[config.mk]
export PLATFORM = sky130hd
export DESIGN_NAME = two_wire_framer
export DESIGN_NICKNAME = d
export VERILOG_FILES = /design/src/framer_pkg.sv /design/src/clock_watchdog.sv /design/src/frame_crc.sv /design/src/two_wire_framer.sv
export SDC_FILE = /design/constraint.sdc
export NUM_CORES = 1
export LEC_CHECK = 0
export BUFFER_PORTS_ARGS = -buffer_cell sky130_fd_sc_hd__buf_2
export CAP_MARGIN = 20
export CORE_ASPECT_RATIO = 0.6
export CORE_MARGIN = 1
export CORE_UTILIZATION = 53
export DETAILED_ROUTE_END_ITERATION = 10
export PLACE_DENSITY = 0.83
export SYNTH_ARGS = -nofsm -noshare
export SYNTH_HDL_FRONTEND = slang
export SYNTH_SLANG_ARGS = --single-unit
export TNS_END_PERCENT = 20
[constraint.sdc]
create_clock -name clk -period 9.6 [get_ports clk]
set_clock_uncertainty 0.15 [all_clocks]
set_input_delay 0.96 -clock clk [delete_from_list [all_inputs] [get_ports clk]]
set_output_delay 0.96 -clock clk [all_outputs]
set_load 0.02 [all_outputs]
[src/framer_pkg.sv]
// shared constants and types for the two-wire framed converter output
package framer_pkg;

  // clock and watchdog timing
  localparam int CLK_PERIOD_NS = 8;
  localparam int WATCH_MIN_NS = 3600;
  localparam int WATCH_CYCLES = (WATCH_MIN_NS + CLK_PERIOD_NS - 1) / CLK_PERIOD_NS;

  // frame layout
  localparam logic [7:0] SYNC_PATTERN = 8'hA5;
  localparam int SHORT_DATA_BITS = 48;
  localparam int LONG_DATA_BITS = 64;
  localparam int CRC_BITS = 16;
  localparam int FRAMES_PER_RESULT = 4;
  localparam int SAMPLE_BITS = 24;
  localparam int SHORT_SAMPLE_BITS = 16;

  // oversampling ratios and channel 0 gains by strap code
  localparam logic [11:0] RATIO_00 = 12'h040;
  localparam logic [11:0] RATIO_01 = 12'h080;
  localparam logic [11:0] RATIO_10 = 12'h100;
  localparam logic [11:0] RATIO_11 = 12'h200;
  localparam logic [5:0] GAIN_00 = 6'h01;
  localparam logic [5:0] GAIN_01 = 6'h08;
  localparam logic [5:0] GAIN_10 = 6'h10;
  localparam logic [5:0] GAIN_11 = 6'h20;

  // crc defaults (polynomial is a plain default, seed zero)
  localparam logic [15:0] CRC_POLY = 16'h8005;
  localparam logic [15:0] CRC_SEED = 16'h0000;

  // conversions discarded while the decimation filter settles
  localparam int SETTLE_RESULTS = 3;

  // straps as latched from the five configuration pins
  typedef struct packed {
    logic ratio_strap_high;
    logic ratio_strap_low;
    logic boost;
    logic gain_strap_high;
    logic gain_strap_low;
  } strap_t;

  // conversion schedule states
  typedef enum logic [1:0] {
    SCHED_OFF = 2'b00,
    SCHED_START = 2'b01,
    SCHED_CONVERT = 2'b10
  } sched_t;

endpackage : framer_pkg

[src/clock_watchdog.sv]
// watchdog that fires when the serial clock stays high too long
`timescale 1ns/1ps
`default_nettype none
module clock_watchdog #(
  parameter int LIMIT = framer_pkg::WATCH_CYCLES
) (
  input wire logic clk,
  input wire logic rst,
  input wire logic sck_level,
  input wire logic sck_rise,
  output logic fire
);

  logic [15:0] high_count;
  logic armed;

  // timer runs only from a rising edge; a low clock never reaches the limit
  always_ff @(posedge clk or posedge rst)
  begin
    if (rst)
    begin
      high_count <= 16'h0000;
      armed <= 1'b0;
      fire <= 1'b0;
    end
    else
    begin
      fire <= 1'b0;
      if (sck_rise)
      begin
        high_count <= 16'h0001; // RULE17
        armed <= 1'b1;
      end
      else if (!sck_level)
      begin
        high_count <= 16'h0000; // RULE18
        armed <= 1'b0;
      end
      else if (armed)
      begin
        if (high_count >= 16'(LIMIT))
        begin
          fire <= 1'b1; // RULE17
          armed <= 1'b0; // one reset per long high phase
        end
        else
          high_count <= high_count + 16'h0001;
      end
    end
  end

endmodule : clock_watchdog
`default_nettype wire

[src/frame_crc.sv]
// serial crc-16 over frame bits, msb first, with a shift-out mode
`timescale 1ns/1ps
`default_nettype none
module frame_crc #(
  parameter logic [15:0] POLY = framer_pkg::CRC_POLY,
  parameter logic [15:0] SEED = framer_pkg::CRC_SEED
) (
  input wire logic clk,
  input wire logic rst,
  input wire logic clear,
  input wire logic feed,
  input wire logic bit_in,
  input wire logic shift,
  output logic [15:0] crc
);

  logic [15:0] base;
  logic fb;

  // clear restarts from the seed and folds in the first bit the same cycle
  always_comb
  begin
    base = clear ? SEED : crc;
    fb = base[15] ^ bit_in;
  end

  always_ff @(posedge clk or posedge rst)
  begin
    if (rst)
      crc <= 16'h0000;
    else if (feed)
      crc <= {base[14:0], 1'b0} ^ (fb ? POLY : 16'h0000);
    else if (shift)
      crc <= {crc[14:0], 1'b0}; // emptied onto the pin after the data
  end

endmodule : frame_crc
`default_nettype wire

[src/two_wire_framer.sv]
// two-wire mode output framer: straps, conversion schedule, frames, watchdog
//
// How it works
// RULE1: interface mode is caught as each reset is left, select pin high means two-wire.
// RULE2: only channel 0 gain, ratio and boost differ from defaults in two-wire mode.
// RULE3: five straps are caught on the select pin's rising edge.
// RULE4: ratio straps 00,01,10,11 give 64,128,256,512.
// RULE5: boost strap low gives half bias current, high gives full.
// RULE6: gain straps 00,01,10,11 give channel 0 gain 1,8,16,32.
// RULE7: controller keeps the serial clock steady and at most 10 MHz.
// RULE8: at ratio 64 a frame is sync, two 16-bit samples, 16-bit crc.
// RULE9: at higher ratios a frame is 80 bits: sync, two 24-bit samples, crc.
// RULE10: sync word carries the five straps and the two frame counter bits.
// RULE11: one sync byte is always 0xA5.
// RULE12: each result goes out as four frames numbered 0 to 3.
// RULE13: pin rests low after the fourth frame; at ratio 64 frames run back to back.
// RULE14: no frames until the filter has settled on its first valid result.
// RULE15: no channel delay; conversions start after 2 x ratio serial clocks.
// RULE16: hard reset is unused in two-wire mode; its pin is a ratio strap.
// RULE17: clock held high past the timeout forces a full reset.
// RULE18: falling edge clears the watchdog; a low clock never resets.
// RULE19: controller keeps the clock above about 138.9 kHz.
// RULE20: to leave, controller drops select, holds clock high until reset completes.
// RULE21: output pin is always driven and low when idle.
// RULE22: old reset, input, select, oscillator, ready pins become the five straps.
// RULE23: bits go msb first, one per clock; crc spans sync and both samples.
// RULE24: both samples of a frame come from one snapshot.
`timescale 1ns/1ps
`default_nettype none
module two_wire_framer #(
  parameter int SETTLE = framer_pkg::SETTLE_RESULTS
) (
  input wire logic clk,
  input wire logic rst,
  input wire logic serial_clock,
  input wire logic interface_select_pin,
  input wire logic ratio_strap_low,
  input wire logic ratio_strap_high,
  input wire logic boost_strap,
  input wire logic gain_strap_low,
  input wire logic gain_strap_high,
  input wire logic [23:0] channel0_sample,
  input wire logic [23:0] channel1_sample,
  output logic serial_out,
  output logic two_wire_mode,
  output framer_pkg::strap_t straps,
  output logic [11:0] oversampling_ratio,
  output logic [5:0] channel0_gain,
  output logic boost_full,
  output logic conversion_run,
  output logic result_tick,
  output logic full_reset
);

  logic sck_q;
  logic sck_rise;
  logic sck_fall;
  logic in_reset;
  logic select_q;
  logic hard_reset;
  logic wd_fire;
  framer_pkg::sched_t sched;
  logic [11:0] sched_count;
  logic [1:0] settled;
  logic frames_pending;
  logic frame_active;
  logic [6:0] bit_index;
  logic [1:0] frame_count;
  logic [63:0] shift_data;
  logic [23:0] snap0;
  logic [23:0] snap1;
  logic short_frame;
  logic [6:0] data_bits;
  logic [6:0] frame_bits;
  logic [63:0] load_word;
  logic crc_clear;
  logic crc_feed;
  logic crc_bit;
  logic crc_shift;
  logic [15:0] crc_value;

  // ratio strap code to oversampling ratio
  function automatic logic [11:0] ratio_of(input logic [1:0] code);
    case (code)
      2'b00: ratio_of = framer_pkg::RATIO_00; // RULE4
      2'b01: ratio_of = framer_pkg::RATIO_01;
      2'b10: ratio_of = framer_pkg::RATIO_10;
      default: ratio_of = framer_pkg::RATIO_11;
    endcase
  endfunction : ratio_of

  // gain strap code to channel 0 gain
  function automatic logic [5:0] gain_of(input logic [1:0] code);
    case (code)
      2'b00: gain_of = framer_pkg::GAIN_00; // RULE6
      2'b01: gain_of = framer_pkg::GAIN_01;
      2'b10: gain_of = framer_pkg::GAIN_10;
      default: gain_of = framer_pkg::GAIN_11;
    endcase
  endfunction : gain_of

  // left-aligned data part of a frame for a given frame number
  function automatic logic [63:0] frame_word(input framer_pkg::strap_t s,
                                            input logic [1:0] count,
                                            input logic [23:0] c0,
                                            input logic [23:0] c1,
                                            input logic short_f);
    logic [15:0] sync;
    sync = {count, s.ratio_strap_high, s.ratio_strap_low, s.boost,
            s.gain_strap_high, s.gain_strap_low, 1'b0, framer_pkg::SYNC_PATTERN}; // RULE10 RULE11
    if (short_f)
      frame_word = {sync, c0[23:8], c1[23:8], 16'h0000}; // RULE8
    else
      frame_word = {sync, c0, c1}; // RULE9
  endfunction : frame_word

  // serial clock is synchronous to clk; edges found against last sample
  always_ff @(posedge clk or posedge rst)
  begin
    if (rst)
      sck_q <= 1'b0;
    else
      sck_q <= serial_clock;
  end
  assign sck_rise = serial_clock & ~sck_q;
  assign sck_fall = ~serial_clock & sck_q;

  clock_watchdog u_watchdog (
    .clk(clk),
    .rst(rst),
    .sck_level(serial_clock),
    .sck_rise(sck_rise & two_wire_mode & ~in_reset),
    .fire(wd_fire)
  );

  // the strap pin doubles as active-low hard reset only outside two-wire mode
  assign hard_reset = ~two_wire_mode & ~ratio_strap_low & ~in_reset; // RULE16 RULE22
  assign full_reset = in_reset;

  // reset state: entered by power-on, hard reset or watchdog; mode caught on exit
  always_ff @(posedge clk or posedge rst)
  begin
    if (rst)
    begin
      in_reset <= 1'b1;
      two_wire_mode <= 1'b0;
    end
    else if (wd_fire || hard_reset)
      in_reset <= 1'b1; // RULE17
    else if (in_reset)
    begin
      in_reset <= 1'b0;
      two_wire_mode <= interface_select_pin; // RULE1
    end
  end

  // straps follow a rising select edge, or a select already high at reset exit
  always_ff @(posedge clk or posedge rst)
  begin
    if (rst)
    begin
      select_q <= 1'b0;
      straps <= '0;
    end
    else
    begin
      select_q <= interface_select_pin;
      if (interface_select_pin && (!select_q || in_reset))
        straps <= '{ratio_strap_high, ratio_strap_low, boost_strap,
                    gain_strap_high, gain_strap_low}; // RULE3 RULE22
    end
  end

  // only these three settings leave their defaults
  assign oversampling_ratio = ratio_of({straps.ratio_strap_high, straps.ratio_strap_low}); // RULE2
  assign channel0_gain = gain_of({straps.gain_strap_high, straps.gain_strap_low}); // RULE2
  assign boost_full = straps.boost; // RULE5
  assign short_frame = (oversampling_ratio == framer_pkg::RATIO_00);
  assign data_bits = short_frame ? 7'(framer_pkg::SHORT_DATA_BITS) : 7'(framer_pkg::LONG_DATA_BITS);
  assign frame_bits = 7'(data_bits + 7'(framer_pkg::CRC_BITS));
  assign conversion_run = (sched == framer_pkg::SCHED_CONVERT);

  // conversion schedule counted in serial clock periods: start delay, then results
  always_ff @(posedge clk or posedge rst)
  begin
    if (rst)
    begin
      sched <= framer_pkg::SCHED_OFF;
      sched_count <= 12'h000;
      settled <= 2'h0;
      result_tick <= 1'b0;
    end
    else if (in_reset || !two_wire_mode)
    begin
      sched <= framer_pkg::SCHED_OFF;
      sched_count <= 12'h000;
      settled <= 2'h0;
      result_tick <= 1'b0;
    end
    else
    begin
      result_tick <= 1'b0;
      if (sck_rise)
      begin
        case (sched)
          framer_pkg::SCHED_OFF:
          begin
            sched <= framer_pkg::SCHED_START;
            sched_count <= 12'h001;
          end
          framer_pkg::SCHED_START:
          begin
            // both channels start together; no phase offset exists here
            if (sched_count == 12'({oversampling_ratio, 1'b0}) - 12'h001) // RULE15
            begin
              sched <= framer_pkg::SCHED_CONVERT;
              sched_count <= 12'h000;
            end
            else
              sched_count <= sched_count + 12'h001;
          end
          framer_pkg::SCHED_CONVERT:
          begin
            // one result every four ratio periods of the serial clock
            if (sched_count == 12'({oversampling_ratio, 2'b00}) - 12'h001)
            begin
              sched_count <= 12'h000;
              if (32'(settled) >= SETTLE)
                result_tick <= 1'b1; // RULE14
              else
                settled <= settled + 2'h1;
            end
            else
              sched_count <= sched_count + 12'h001;
          end
          default: sched <= framer_pkg::SCHED_OFF;
        endcase
      end
    end
  end

  // snapshot both channels on the same tick so frames never mix conversions
  always_ff @(posedge clk or posedge rst)
  begin
    if (rst)
    begin
      snap0 <= 24'h000000;
      snap1 <= 24'h000000;
    end
    else if (result_tick)
    begin
      snap0 <= channel0_sample; // RULE24
      snap1 <= channel1_sample; // RULE24
    end
  end

  // a tick arriving in the same cycle as a load keeps the request alive
  always_ff @(posedge clk or posedge rst)
  begin
    if (rst)
      frames_pending <= 1'b0;
    else if (in_reset)
      frames_pending <= 1'b0;
    else if (result_tick)
      frames_pending <= 1'b1;
    else if (sck_fall)
      frames_pending <= 1'b0;
  end

  assign load_word = frame_word(straps, frames_pending ? 2'h0 : frame_count + 2'h1, snap0, snap1,
                                short_frame); // RULE12

  // shifter: bits change on falling clock edges so the receiver samples on rising
  always_ff @(posedge clk or posedge rst)
  begin
    if (rst)
    begin
      serial_out <= 1'b0;
      frame_active <= 1'b0;
      bit_index <= 7'h00;
      frame_count <= 2'h0;
      shift_data <= 64'h0000000000000000;
    end
    else if (in_reset || !two_wire_mode)
    begin
      serial_out <= 1'b0; // RULE21
      frame_active <= 1'b0;
      bit_index <= 7'h00;
      frame_count <= 2'h0;
    end
    else if (sck_fall)
    begin
      if (frames_pending)
      begin
        // at ratio 64 this lands on the fall right after the previous last bit
        shift_data <= {load_word[62:0], 1'b0}; // RULE13
        serial_out <= load_word[63]; // RULE23
        frame_count <= 2'h0; // RULE12
        bit_index <= 7'h01;
        frame_active <= 1'b1;
      end
      else if (frame_active)
      begin
        if (bit_index == frame_bits)
        begin
          if (frame_count == 2'(framer_pkg::FRAMES_PER_RESULT - 1))
          begin
            frame_active <= 1'b0;
            serial_out <= 1'b0; // RULE13
          end
          else
          begin
            frame_count <= frame_count + 2'h1; // RULE12
            shift_data <= {load_word[62:0], 1'b0};
            serial_out <= load_word[63];
            bit_index <= 7'h01;
          end
        end
        else if (bit_index < data_bits)
        begin
          serial_out <= shift_data[63]; // RULE23
          shift_data <= {shift_data[62:0], 1'b0};
          bit_index <= bit_index + 7'h01;
        end
        else
        begin
          serial_out <= crc_value[15]; // RULE23
          bit_index <= bit_index + 7'h01;
        end
      end
      else
        serial_out <= 1'b0; // RULE21
    end
  end

  // crc folds every data bit as it leaves, then empties itself onto the pin
  always_comb
  begin
    crc_clear = 1'b0;
    crc_feed = 1'b0;
    crc_bit = 1'b0;
    crc_shift = 1'b0;
    if (sck_fall && two_wire_mode && !in_reset)
    begin
      if (frames_pending || (frame_active && bit_index == frame_bits &&
          frame_count != 2'(framer_pkg::FRAMES_PER_RESULT - 1)))
      begin
        crc_clear = 1'b1;
        crc_feed = 1'b1;
        crc_bit = load_word[63];
      end
      else if (frame_active && bit_index < data_bits)
      begin
        crc_feed = 1'b1; // RULE23
        crc_bit = shift_data[63];
      end
      else if (frame_active && bit_index < frame_bits)
        crc_shift = 1'b1;
    end
  end

  frame_crc u_crc (
    .clk(clk),
    .rst(rst),
    .clear(crc_clear),
    .feed(crc_feed),
    .bit_in(crc_bit),
    .shift(crc_shift),
    .crc(crc_value)
  );

endmodule : two_wire_framer
`default_nettype wire

==> results of run 1 <==
==> power by group <==
part | internal [W] | switching (W) | leakage, nW | total [W]
Combinational | 0.0000730 | 0.000161 | 1.61 | 0.000234
Clock | 0.000400 | 0.000316 | 0.290 | 0.000716
Sequential | 0.000787 | 0.0000220 | 2.53 | 0.000809
==> per-layer routing <==
metal | part of all wire (%) | vias up | GRT usage (%)
li1 | - | 3158 | -
met1 | 48 | 3171 | 32.1
met2 | 45 | 208 | 33.6
met3 | 6.4 | 24 | 5.24
met4 | 0.92 | 0 | 5.45
met5 | 0 | - | 0
==> layout make-up <==
class                           count  area (sq um)  share of cell area, %
Inverter                           15          61.3                  0.627
Clock inverter                     13           159                   1.62
Timing Repair Buffer               85           470                   4.81
Clock buffer                       19           443                   4.53
Multi-Input combinational cell    630          3810                   38.9
Sequential cell                   183          4580                   46.8
Tap cell                          209           262                   2.67
==> flip-flops by register name (all words and copies together), names as in the netlist, 2 cells and up <==
| name | count |
|---|---|
| shift_data | 63 |
| snap0 | 24 |
| snap1 | 24 |
| u_crc.crc | 16 |
| u_watchdog.high_count | 16 |
| sched_count | 12 |
| bit_index | 7 |
| straps | 4 |
| frame_count | 2 |
| sched | 2 |
| settled | 2 |
==> worst max-delay path by stage <==
| stage | endpoint | slack, ns | from | cells past startpoint |
|---|---|---|---|---|
| detailed placement | shift_data[23] | 5.43 | straps[3] | 9 |
| global route | shift_data[23] | 5.10 | straps[3] | 9 |
| finish | shift_data[23] | 5.33 | straps[3] | 9 |
| floorplan | bit_index[0] | 3.52 | rst | 1 |
| CTS | shift_data[23] | 5.37 | straps[3] | 9 |
| global placement | shift_data[63] | 5.58 | straps[3] | 9 |
==> cells in the mapped netlist, types with 2 or more instances <==
master,instances
buf_4,17
o21a_1,4
inv_1,14
a21boi_0,2
nand2_1,164
o31ai_1,3
ha_1,14
nor2b_1,7
nand3_1,37
dfrtp_1,182
nor2_1,70
o21ai_0,16
nor3_1,9
mux2_2,54
o2111ai_1,3
or2_2,2
nand4_1,4
buf_1,5
a31oi_1,42
a21o_1,2
clkbuf_1,27
buf_6,5
xnor2_1,13
o211ai_1,3
o21ai_1,6
or2_1,2
buf_2,14
nor4_1,19
mux2i_1,3
and2_1,13
a21oi_1,58
o21ai_2,13
nand2b_1,6
nor4b_1,2
xor2_1,11
nor3_4,2
o21bai_1,2
nand3b_1,4
==> cell families after synthesis <==
kind of cell             Yosys count
flip-flops                       183
buffers and inverters             83
AND/OR/NAND/NOR                  354
AO/OA/AOI/OAI                    171
XOR/XNOR                          24
multiplexers                      57
other                              1
adder cells (fa/ha/maj)           14
==> metrics by stage <==
stage / total power, W / cell area (sq um) / hold WS, ns
floorplan: 0.000996 / 8810 / 0.283
global placement: 0.00105 / 9160 / 0.300
detailed placement: 0.00106 / 9160 / 0.301
CTS: 0.00177 / 9760 / 0.316
global route: 0.00183 / 9790 / 0.338
finish: 0.00176 / 9790 / 0.320
==> worst register-to-register path, cell delays in order (launching register included) <==
cell,delay (ns)
dfrtp_1,0.51
or2_1,0.16
buf_4,0.35
clkinv_1,0.57
ha_1,0.53
a21oi_1,0.29
a221oi_2,0.12
or4b_2,1.10
nand2_1,0.26
o21ai_2,0.07
==> impl_metrics.ini, run 1 <==
[synth]
synth_top_area_cell = dfrtp_1
synth_xor_area_share_pct = 2.40
synthArstFlopShare_pct = 100
synthFlopType = dfrtp_1
synth-simple-area-share_pct = 18.9
syn_inst = 887
synth-compound-area-share_pct = 12.3
synth.distinct_cells = 71
synthAdderAreaFrac_pct = 2.00
avgSynthCellArea_sq_um = 9.89
yosysWarnings = 0
netlist_area_sq_um = 8770
synth_seq_cells = 183
synthMuxAreaShare_pct = 7.27
synth_edf_count = 0
yosysSeqAreaShare_pct = 52.2
yosys.area.top_type_share_pct = 51.9
synth.area.top_cells = dfrtp_1 52%, nand2_1 7.0%, mux2_2 6.9%, a21oi_1 3.3%, a31oi_1 3.0%
synth_top_family_by_area = simple AND/OR/NAND/NOR gates

[drt]
post-route-drc-count = 0
ant_nets = 0
drt_iter0_drc = 632
dr.pass1.iters = 5
wl_per_cell_um = 15.7
viasPerCell = 5.69
wirelength_um = 18100
vias = 6561

[sta]
setup_viol = 0
report.final.slew_viol_count = 0
fin_setup_tns_ns = 0
fin_ws_ns = 5.33
post-route-period-util_pct = 44.4
finalCriticalPeriod_ns = 4.27
tightest_slew_ns = 1.06
rsz0062_at_grt = false
slew_headroom_pct = 29.6
fmax_ghz = 0.234
hold_violations = 0

[clock_tree]
clock_path_buffers = 2
cts_root_buf = clkbuf_16
post-cts-setup-buffer-count = 0
htree_levels = 4
clock_sinks = 183
cts_tree = built
postCtsHoldBufs = 0
path_clk_slew_ns = 0.07
cts_made_buffers = 17
worstSkewPairLatency_ns = 0.43
postCtsResizedCells = 0

[worst_setup_path]
path_class = reg2reg
ff2ff_setup_slack_ns = 5.33
cp_cell_sequence = or2_1 -> buf_4 -> clkinv_1 -> ha_1 -> a21oi_1 -> a221oi_2 -> or4b_2 -> nand2_1 -> o21ai_2
crit_buf_inv = 2
arrival_ns = 4.39
regToRegStartpoint = straps[3]
crit_path_start_kind = flip-flop
slowest_delay_ns = 1.10
cp.required_ns = 9.73
end_kind = flip-flop
r2r_end = shift_data[23]
worst_path_max_delay_cell = or4b_2
path_delay_family = simple AND/OR/NAND/NOR gates
reg2reg_depth = 9
crit_fanout = 45

[worst_hold_path]
hold_depth = 2
min_to = shift_data[55]
min_from = shift_data[55]
hold_path.class = reg2reg

[power]
leakage_nw = 4.43
cellPowerDensity_nw_per_um2 = 180
max-vdd-ir-drop_mv = 0.103

[run_status]
outcome = completed

[cells_and_area]
layout_commonest_cell = dfrtp_1
layout.nets = 1003
layout-drive-gt1-share_pct = 21.4
final_cells = 1154
layout_common_cells = 181 x dfrtp_1, 164 x nand2_1, 75 x buf_2
area_growth_syn_to_layout_pct = 11.6
fillers = 1310
fin_util_pct = 60.3
diodes = 0

[placement]
dp_cells = 1121
place.gp.congestion = 0.882
preCtsSetupSlack_ns = 5.43
dp_hpwl_um = 11700
numPortBuffers = 75

[run]
drv_cap = 0

[floorplan]
die_x_um = 168
start_util_pct = 54.1
rows = 36
die_height_um = 102
fp.coreArea_sq_um = 16200
die-area_sq_um = 17100
ios = 86

[grt]
grt_max_degree = 87
grt_use_total_pct = 22.1
grt_pass1_wl_um = 29800
grt-ovfl-total = 0
antenna_found_initial = 1
grt_pass1_vias = 5974
Note: power is estimated with default switching activity, not from simulation.
==> run 2, diff against run 1 <==
==> constraint.sdc (replaced) <==
create_clock -name clk -period 4.45 [get_ports clk]
set_clock_uncertainty 0.15 [all_clocks]
set_input_delay 0.445 -clock clk [delete_from_list [all_inputs] [get_ports clk]]
set_output_delay 0.445 -clock clk [all_outputs]
set_load 0.02 [all_outputs]
==> run 2 against run 1 <==
Global-route usage increased by 0.83 points; non-clock buffer count up 3; clock power is 110% higher; wire length up 3.2%; count of clock-buffer cells in the layout is 1 lower; flip-flop and latch count did not move; fmax increased by 17%; highest routed layer is now met5.
==> impl_metrics.ini, run 2 (same netlist as run 1, synthesis figures left out) <==
[sta]
tightest_slew_ns = 0.865
fin_setup_tns_ns = 0
hold_violations = 0
fmax_ghz = 0.274
finalCriticalPeriod_ns = 3.65
rsz0062_at_grt = false
slew_headroom_pct = 42.3
report.final.slew_viol_count = 0
post-route-period-util_pct = 81.9
fin_hold_ws_ns = 0.0809
setup_viol = 0

[clock_tree]
htree_levels = 4
cts_root_buf = clkbuf_16
clock_sinks = 183
cts_made_buffers = 17
clock_path_buffers = 2
worstSkewPairLatency_ns = 0.44
cts_tree = built
path_clk_slew_ns = 0.07
postCtsHoldBufs = 2
post-cts-setup-buffer-count = 0
postCtsResizedCells = 0

[worst_setup_path]
end_kind = flip-flop
reg2reg_depth = 10
crit_fanout = 26
ff2ff_setup_slack_ns = 0.80
r2r_end = shift_data[29]
arrival_ns = 3.81
startpoint = straps[3]
regToRegStartpoint = straps[3]
path_class = reg2reg
cp.required_ns = 4.61
crit_path_start_kind = flip-flop

[placement]
place.gp.congestion = 0.877
numPortBuffers = 75
dp_cells = 1122
dp_hpwl_um = 12200

[cells_and_area]
layout-drive-gt1-share_pct = 21.5
layout_commonest_cell = dfrtp_1
fin_util_pct = 60.4
layout.nets = 1006
layout_common_cells = 181 x dfrtp_1, 164 x nand2_1, 75 x buf_2
largest_reg_flops = 63
final_cells = 1157
top_register = shift_data
area_growth_syn_to_layout_pct = 11.7
diodes = 0
top_regs = shift_data x63, snap0 x24, snap1 x24

[floorplan]
die_height_um = 102
start_util_pct = 54.1
die-area_sq_um = 17100
fp.coreArea_sq_um = 16200
die_x_um = 168
rows = 36
ios = 86

[drt]
vias = 6642
viasPerCell = 5.74
wirelength_um = 18700
drt_iter0_drc = 446
ant_nets = 0
wl_per_cell_um = 16.1
post-route-drc-count = 0
dr.pass1.iters = 5

[worst_hold_path]
hold_depth = 1
hold_path.class = in2reg
min_to = sck_q
min_from = serial_clock

[power]
total_power_w = 0.00372
max-vdd-ir-drop_mv = 0.262
leakage_nw = 4.44
cellPowerDensity_nw_per_um2 = 380

[grt]
antenna_found_initial = 2
grt_use_total_pct = 22.9
grt_pass1_wl_um = 30700
grt-ovfl-total = 0
grt_max_degree = 120
grt_pass1_vias = 6242

[run_status]
outcome = completed

[run]
drv_cap = 0
run 2: cell count changes in the layout (fill, tap and decap cells not counted), sizes merged:
cell / delta
bufinv: -2
inv: +1
buf: +1
clkinv: +3
clkbuf: -1
dlygate4sd3: +2
clkinvlp: -1
run 2: power by group:
group | internal, W | switching, W | leakage [nW] | total [W]
Clock | 0.000755 | 0.000712 | 0.281 | 0.00147
Sequential | 0.00170 | 0.0000470 | 2.53 | 0.00174
Combinational | 0.000161 | 0.000348 | 1.63 | 0.000509
Total | 0.00261 | 0.00111 | 4.44 | 0.00372
run 2: worst max path at each step:
stage / end / cells after the start
final: shift_data[29] / 10
after global routing: shift_data[31] / 10
after CTS: shift_data[20] / 9
after detailed placement: shift_data[20] / 9
after global placement: shift_data[63] / 9
after floorplan: shift_data[63] / 13
run 2: through the flow:
step / instance area [sq um] / setup WS, ns
floorplan: 8810 / 1.41
finish: 9800 / 0.805
CTS: 9770 / 0.727
detailed placement: 9190 / 0.769
global route: 9800 / 0.584
global placement: 9190 / 0.896
run 2: final cells by class:
type | count | area, sq um
Multi-Input combinational cell | 630 | 3810
Clock inverter | 14 | 124
Tap cell | 209 | 262
Sequential cell | 183 | 4580
Timing Repair Buffer | 88 | 523
Clock buffer | 18 | 439
Fill cell | 1330 | 6420
Inverter | 15 | 60.1
run 2: worst max-delay path, stage by stage (launching register included):
cell and delay (ns):
dfrtp_1 0.52, or2_1 0.40, clkinv_1 0.11, buf_4 0.22, ha_1 0.36, a21oi_1 0.29, a221oi_2 0.12, or4b_2 0.93
buf_16 0.28, nand2_1 0.07, o21ai_1 0.06
run 2: layer usage:
metal / vias to the layer above / routed length (um) / global-route usage (%)
met2: 193 / 8340 / 35.2
li1: 3162 / - / -
met1: 3258 / 8970 / 32.7
met4: 2 / 245 / 6.64
met5: - / 8 / 0
met3: 27 / 1100 / 5.47
